[config.mk]
export PLATFORM = sky130hd
export DESIGN_NAME = csi_top
export DESIGN_NICKNAME = d
export VERILOG_FILES = /design/src/design/csi_pkg.sv /design/src/design/csi_top.sv
export VERILOG_INCLUDE_DIRS = /design/src /design/src/design
export SDC_FILE = /design/constraint.sdc
export NUM_CORES = 1
export LEC_CHECK = 0
export BUFFER_PORTS_ARGS = -buffer_cell sky130_fd_sc_hd__buf_4
export CAP_MARGIN = 10
export CORE_ASPECT_RATIO = 1.5
export CORE_MARGIN = 2
export CORE_UTILIZATION = 40
export DETAILED_ROUTE_END_ITERATION = 10
export PLACE_DENSITY = 0.78
export SYNTH_ARGS = -nofsm -noshare
export SYNTH_HDL_FRONTEND = slang
export SYNTH_SLANG_ARGS = --single-unit
export TNS_END_PERCENT = 20
[constraint.sdc]
create_clock -name clock -period 1.6 [get_ports clock]
set_input_delay 0.24 -clock clock [delete_from_list [all_inputs] [get_ports clock]]
set_output_delay 0.24 -clock clock [all_outputs]
set_load 0.01 [all_outputs]
[src/design/csi_params.svh]
// Constants for the combustion shutdown interlock
`ifndef CSI_PARAMS_SVH
`define CSI_PARAMS_SVH
`define CSI_CLK_MHZ 200
`define CSI_DEBOUNCE_US 10
`define CSI_DEBOUNCE_CYC (`CSI_DEBOUNCE_US * `CSI_CLK_MHZ)
`define CSI_CNT_W 12
`define CSI_HI_MIN 16'shffc4
`define CSI_HI_MAX 16'sh044c
`define CSI_LO_MIN 16'sh0000
`define CSI_LO_MAX 16'sh01f4
`define CSI_ST_W 4
`define CSI_ST_LEVEL 0
`define CSI_ST_SHUT 1
`define CSI_ST_TEMP 2
`define CSI_ST_FAULT 3
`define CSI_ADDR_STATUS 4'h0
`define CSI_ADDR_MASK 4'h1
`define CSI_ADDR_INPUTS 4'h2
`define CSI_ADDR_LATCH 4'h3
`define CSI_MASK_RST 4'h0
`endif

[src/design/csi_pkg.sv]
// Types for the combustion shutdown interlock
package csi_pkg;
	typedef enum logic [2:0] {CSI_DISP_RUN, CSI_DISP_OFF, CSI_DISP_RR, CSI_DISP_LLSD,
		CSI_DISP_SD, CSI_DISP_POC, CSI_DISP_LATCH, CSI_DISP_TEMP} csi_disp_e;
	typedef struct packed {
		logic main_sw;
		logic remote_sw;
		logic level_sd;
		logic shut_sd;
		logic closure_proof_input;
	} csi_sw_s;
	typedef struct packed {
		logic flame_fail;
		logic modbus_stop;
		logic tc_one_fault;
		logic tc_two_fault;
		logic sol_short;
		logic power_fail_latch;
	} csi_flt_s;
	typedef struct packed {
		logic ign_power;
		logic pilot_valve;
		logic main_valve;
		logic temperature_main_valve;
	} csi_out_s;
endpackage : csi_pkg

[src/design/csi_top.sv]
// Combustion shutdown interlock and latch logic
//
// Decided for this implementation: the address map and the plain strobed port.
`timescale 1ns/10ps
`include "csi_params.svh"

////////////////////////////////////////////////////////////////////////////////
module csi_debounce (
	input wire logic clock,
	input wire logic arst_n,
	input wire logic raw,
	output logic clean
);
	import csi_pkg::*;
	typedef struct packed {
		logic s1;
		logic s2;
		logic [`CSI_CNT_W-1:0] cnt;
		logic clean;
	} csi_db_s;
	csi_db_s st_r;
	csi_db_s st_nxt;
	always_comb
	begin
		st_nxt = st_r;
		st_nxt.s1 = raw;
		st_nxt.s2 = st_r.s1;
		if (st_r.s2 == st_r.clean)
			st_nxt.cnt = '0;
		else if (st_r.cnt == `CSI_CNT_W'(`CSI_DEBOUNCE_CYC - 1))
		begin
			st_nxt.clean = st_r.s2;
			st_nxt.cnt = '0;
		end
		else
			st_nxt.cnt = st_r.cnt + `CSI_CNT_W'(1);
	end
	always_ff @(posedge clock or negedge arst_n)
	begin
		if (!arst_n)
			st_r <= '0;
		else
			st_r <= st_nxt;
	end
	assign clean = st_r.clean;
endmodule : csi_debounce

////////////////////////////////////////////////////////////////////////////////
module csi_top (
	input wire logic clock,
	input wire logic arst_n,
	input wire csi_pkg::csi_sw_s sw_raw,
	input wire logic latch_sel,
	input wire logic tc_one_low_range,
	input wire logic tc_two_low_range,
	input wire logic signed [15:0] thermocouple_one,
	input wire logic signed [15:0] thermocouple_two,
	input wire csi_pkg::csi_flt_s faults,
	input wire logic ign_valve_req,
	input wire logic main_valve_req,
	input wire logic temperature_main_valve_valve_req,
	input wire logic [3:0] addr,
	input wire logic [31:0] wdata,
	input wire logic wr,
	input wire logic rd,
	output logic [31:0] rdata,
	output csi_pkg::csi_out_s outs,
	output csi_pkg::csi_disp_e disp,
	output logic [3:0] latch_cause,
	output logic alarm,
	output logic alarm_contact,
	output logic irq
);
	import csi_pkg::*;
	typedef struct packed {
		logic running;
		logic [3:0] latched;
		logic main_q;
		logic remote_q;
		logic [`CSI_ST_W-1:0] status;
		logic [`CSI_ST_W-1:0] mask;
		logic [31:0] rdata;
		csi_out_s outs;
		csi_disp_e disp;
		logic alarm;
		logic alarm_contact;
		logic irq;
	} csi_st_s;
	csi_st_s st_r;
	csi_st_s st_nxt;
	csi_sw_s sw;
	genvar gi;
	generate
		for (gi = 0; gi < 5; gi++)
		begin : g_db
			csi_debounce u_db (
				.clock(clock),
				.arst_n(arst_n),
				.raw(sw_raw[gi]),
				.clean(sw[gi])
			);
		end
	endgenerate

	////////////////////////////////////////////////////////////////////////////////
	// Range checks, switch decode, latch clear, permit and events
	logic tc1_ok;
	logic tc2_ok;
	logic temp_ok;
	logic onoff_ok;
	logic sd_ok;
	logic clear_latch;
	logic permit;
	logic [`CSI_ST_W-1:0] events;
	always_comb
	begin
		tc1_ok = tc_one_low_range ?
			(thermocouple_one >= `CSI_LO_MIN && thermocouple_one <= `CSI_LO_MAX) :
			(thermocouple_one >= `CSI_HI_MIN && thermocouple_one <= `CSI_HI_MAX);
		tc2_ok = tc_two_low_range ?
			(thermocouple_two >= `CSI_LO_MIN && thermocouple_two <= `CSI_LO_MAX) :
			(thermocouple_two >= `CSI_HI_MIN && thermocouple_two <= `CSI_HI_MAX);
		temp_ok = tc1_ok && tc2_ok && !faults.tc_one_fault && !faults.tc_two_fault;
		onoff_ok = sw.main_sw && sw.remote_sw;
		sd_ok = sw.level_sd && sw.shut_sd;
		// Falling edge of either on/off switch resets latches
		clear_latch = (st_r.main_q && !sw.main_sw) || (st_r.remote_q && !sw.remote_sw);
		// closure proof only gates a start
		permit = onoff_ok && sd_ok && temp_ok && (st_r.latched == 4'h0) && !faults.modbus_stop
			&& (st_r.running || sw.closure_proof_input);
		events = '0;
		events[`CSI_ST_LEVEL] = !sw.level_sd;
		events[`CSI_ST_SHUT] = !sw.shut_sd;
		events[`CSI_ST_TEMP] = !temp_ok;
		events[`CSI_ST_FAULT] = faults.flame_fail || faults.sol_short;
	end

	////////////////////////////////////////////////////////////////////////////////
	always_comb
	begin
		st_nxt = st_r;
		st_nxt.main_q = sw.main_sw;
		st_nxt.remote_q = sw.remote_sw;
		if (clear_latch)
			st_nxt.latched = 4'h0;
		else if (latch_sel)
		begin
			// a trip is recorded even if the input recloses
			if (!sw.level_sd)
				st_nxt.latched[`CSI_ST_LEVEL] = 1'b1;
			if (!sw.shut_sd)
				st_nxt.latched[`CSI_ST_SHUT] = 1'b1;
		end
		st_nxt.running = permit;
		st_nxt.outs.ign_power = permit;
		st_nxt.outs.pilot_valve = permit && ign_valve_req;
		st_nxt.outs.main_valve = permit && main_valve_req;
		st_nxt.outs.temperature_main_valve = permit && temperature_main_valve_valve_req;
		if (!sw.main_sw)
			st_nxt.disp = CSI_DISP_OFF;
		else if (!sw.remote_sw)
			st_nxt.disp = CSI_DISP_RR;
		else if (!sw.level_sd)
			st_nxt.disp = CSI_DISP_LLSD;
		else if (!sw.shut_sd)
			st_nxt.disp = CSI_DISP_SD;
		else if (st_r.latched != 4'h0)
			st_nxt.disp = CSI_DISP_LATCH;
		else if (!sw.closure_proof_input && !st_r.running)
			st_nxt.disp = CSI_DISP_POC;
		else if (!temp_ok)
			st_nxt.disp = CSI_DISP_TEMP;
		else
			st_nxt.disp = CSI_DISP_RUN;
		st_nxt.alarm = !permit || !sw.closure_proof_input || (|events)
			|| (st_r.latched != 4'h0) || faults.power_fail_latch || faults.modbus_stop;
		st_nxt.alarm_contact = !st_nxt.alarm;
		// Set wins over write-one-clear
		st_nxt.status = st_r.status | events;
		if (wr && addr == `CSI_ADDR_STATUS)
			st_nxt.status = (st_r.status & ~wdata[`CSI_ST_W-1:0]) | events;
		if (wr && addr == `CSI_ADDR_MASK)
			st_nxt.mask = wdata[`CSI_ST_W-1:0];
		st_nxt.irq = |(st_nxt.status & st_nxt.mask);
		st_nxt.rdata = '0;
		if (rd)
		begin
			unique case (addr)
				`CSI_ADDR_STATUS: st_nxt.rdata = {28'h0, st_r.status};
				`CSI_ADDR_MASK: st_nxt.rdata = {28'h0, st_r.mask};
				`CSI_ADDR_INPUTS: st_nxt.rdata = {26'h0, st_r.running, sw};
				`CSI_ADDR_LATCH: st_nxt.rdata = {28'h0, st_r.latched};
				default: st_nxt.rdata = '0;
			endcase
		end
	end
	always_ff @(posedge clock or negedge arst_n)
	begin
		if (!arst_n)
		begin
			st_r <= '0;
			st_r.alarm <= 1'b1;
			st_r.disp <= CSI_DISP_OFF;
		end
		else
			st_r <= st_nxt;
	end
	assign rdata = st_r.rdata;
	assign outs = st_r.outs;
	assign disp = st_r.disp;
	assign latch_cause = st_r.latched;
	assign alarm = st_r.alarm;
	assign alarm_contact = st_r.alarm_contact;
	assign irq = st_r.irq;
endmodule : csi_top

==> flow_summary.toml <==
[sta]
timing.hold.ws_ns = 0.150
fmax_ghz = 0.598
maxSlewViolCount = 0
relSlewSlack_pct = 60.1
finalCriticalPeriod_ns = 1.67
hold_violations = 0
setup_slack_ns = -0.0735
post-route-period-util_pct = 105
rsz0062_at_grt = "true"
finClkSkew_ns = 0.00586
worstMarginPinSlew_ns = 0.594
final-setup-viol-count = 5

[place]
placed_area_um2 = 5910
gp_congestion = 0.903
port_buffers = 78
dp_hpwl_um = 7810

[yosys]
synth_area_um2 = 5060
synth_warnings = 0
synth_cell_types = 52
synthCells = 493
synth_edf_count = 0
synth_ff_type = "dfrtp_1"
ys_top_cells_by_area = "dfrtp_1 (50%), buf_4 (6.4%), nor2_1 (5.9%)"
synth_top_area_share_pct = 50.0
async_flop_share_pct = 100
synth_top_area_cell = "dfrtp_1"
syn_avg_cell_area_um2 = 10.3
synth_seq_cells = 103
ys_seq_area_share_pct = 51.0

[setup_path]
r2r_slack_ns = 0.04
worstSetupStartpointType = "input port"
end_kind = "register"
crit_type = "input port to register"
path_buf_inv = 1
path_max_fanout = 4
crit_required_ns = 1.83
path_cells = "buf_6 -> nor4_4 -> or4b_4 -> a22o_4 -> nor4_4 -> o41ai_2"
crit_family = "simple AND/OR/NAND/NOR gates"
critPathArrivalTime_ns = 1.90
slowest_delay_ns = 0.49
cp_common_cell = "nor4_4"
crit_slowest_cell = "or4b_4"

[floorplan]
start_util_pct = 40.8
core_um2 = 12400
die-area_um2 = 13600
die_y_um = 142
die_x_um = 95.8
ios = 135
rows = 50

[route]
route.detailed.drc = 0
wl_per_cell_um = 13.8
dr.pass1.iters = 4
finalWirelength_um = 10500
ant_nets = 0
drt_first_iter_violations = 211
via_per_inst = 5.11
route.vias.total = 3893

[cells_and_area]
final_nets = 695
drive_above_1_share_pct = 26.7
multi_input_area_um2 = 2240
area_growth_pct = 26.0
antenna_cells = 0
final_common_cell = "buf_4"
seqCellArea_um2 = 2580
fin_area_um2 = 6380
final_cell_mix = "buf_4 (105), dfrtp_1 (101), nor2_1 (80)"
nFillCells = 1092

[clock_network]
clockBufferDepth = 2
clk-insertion-delay-late_ns = 0.35
numCtsBuffers = 9
clk_pin_slew_worst_paths_ns = 0.06
cts.sink_count = 103
cts_root_buffer = "clkbuf_16"
cts_tree = "done"
htreeDepth = 3

[grt]
grt_max_degree = 42
overflow = 0
grt_pass1_vias = 3835
gr-usage-all-layers_pct = 16.0
antenna_found_initial = 0
grt_pass1_wl_um = 17100

[status]
violations = "negative setup slack"
status = "finished, violations left"

[pwr]
power.density_nw_per_um2 = 869
leakagePower_nw = 2.90
peakVddDrop_v = 0.000457

[flow_run]
max_cap_violations = 0

[hold_path]
hp-class = "input port to register"
cell families after synthesis:
logic type | share of synthesized area, %
fa+ha+maj | 1.24
flops | 51.0
mux | 2.18
other cells | 0.0741
xor+xnor | 9.52
compound gates | 5.66
buf+inv | 8.16
simple gates | 22.2
routing by layer:
layer  wire, um  up-vias  GRT usage (%)
met5          0        -              0
met4        295        0           7.37
met3        532       18           4.35
met2       5550      103           28.3
met1       4120     1928           17.6
li1           -     1844              -
path summary, 6_finish.rpt:
path / start / cells after the start / endpoint
max: thermocouple_two[13] / 6 / disp[1]
min: rd / 2 / rdata[1]
max reg2reg: g_db[1].u_db.clean / 5 / outs[1]
min reg2reg: g_db[0].u_db.st_nxt[13] / 0 / g_db[0].u_db.st_r[13]
max in group asynchronous: arst_n / 3 / alarm
min in group asynchronous: arst_n / 2 / g_db[0].u_db.st_r[13]
sequential cells by signal (all words and copies together) (netlist names):
signal,flops
g_db.u_db.st_r,65
st_r,10
rdata,6
g_db.u_db.clean,5
g_db.u_db.st_nxt,5
outs,4
disp,3
latch_cause,2
alarm,1
alarm_contact,1
irq,1
synth_stat cells (2+ instances only):
master	number
nor2b_1	3
and4_1	8
nand2b_1	3
dfrtp_1	101
nand4_1	15
nor2_1	80
o31a_1	3
mux2i_1	2
nor3b_1	2
a21oi_1	6
nand3_1	29
a211oi_1	3
o21ai_0	10
clkbuf_1	7
buf_4	43
dfstp_2	2
nor4_1	9
inv_1	16
o311ai_0	2
and3_1	12
or3_1	2
or4b_1	3
o211a_1	2
mux4_2	2
a21o_1	3
ha_1	5
nand2_1	29
xor2_1	28
nor3_1	10
mux2_2	4
nor4b_1	2
xnor2_1	27
area by class of cell:
| class | count | share of cell area [%] |
|---|---|---|
| clock inverters | 2 | 0.589 |
| repair buffers | 120 | 15.4 |
| multi-input cells | 350 | 35.2 |
| well taps | 156 | 3.06 |
| inverters | 17 | 1.00 |
| clock buffers | 14 | 4.30 |
| flip-flops and latches | 103 | 40.5 |
metrics by stage:
stage / cells / power, mW / setup TNS, ns / util (%) / setup slack (ns)
finish: 762 / 5.54 / -0.148 / 51.5 / -0.0735
global route: 762 / 5.77 / -1.07 / 51.5 / -0.186
CTS: 761 / 5.59 / -0.127 / 51.2 / -0.0494
detailed placement: 738 / 3.31 / -4.31 / 47.7 / -0.448
global placement: 738 / 3.29 / -3.41 / 47.7 / -0.415
floorplan: 520 / 3.05 / -2.28 / - / -0.159
repair_timing:
| item | CTS | global route |
|---|---|---|
| resized for setup | 8 | 12 |
| hold buffers | 6 | 0 |
| buffers inserted | 1 | 1 |
| pin swaps | 6 | 8 |
| hold endpoints to repair | 30 | 0 |
| setup endpoints to repair | 19 | 35 |
power breakdown:
part / internal [mW] / switching (mW) / leakage [nW]
registers: 2.68 / 0.0508 / 1.35
clock network: 1.34 / 0.906 / 0.149
logic: 0.283 / 0.280 / 1.40
Note: power is estimated with default switching activity, not from simulation.
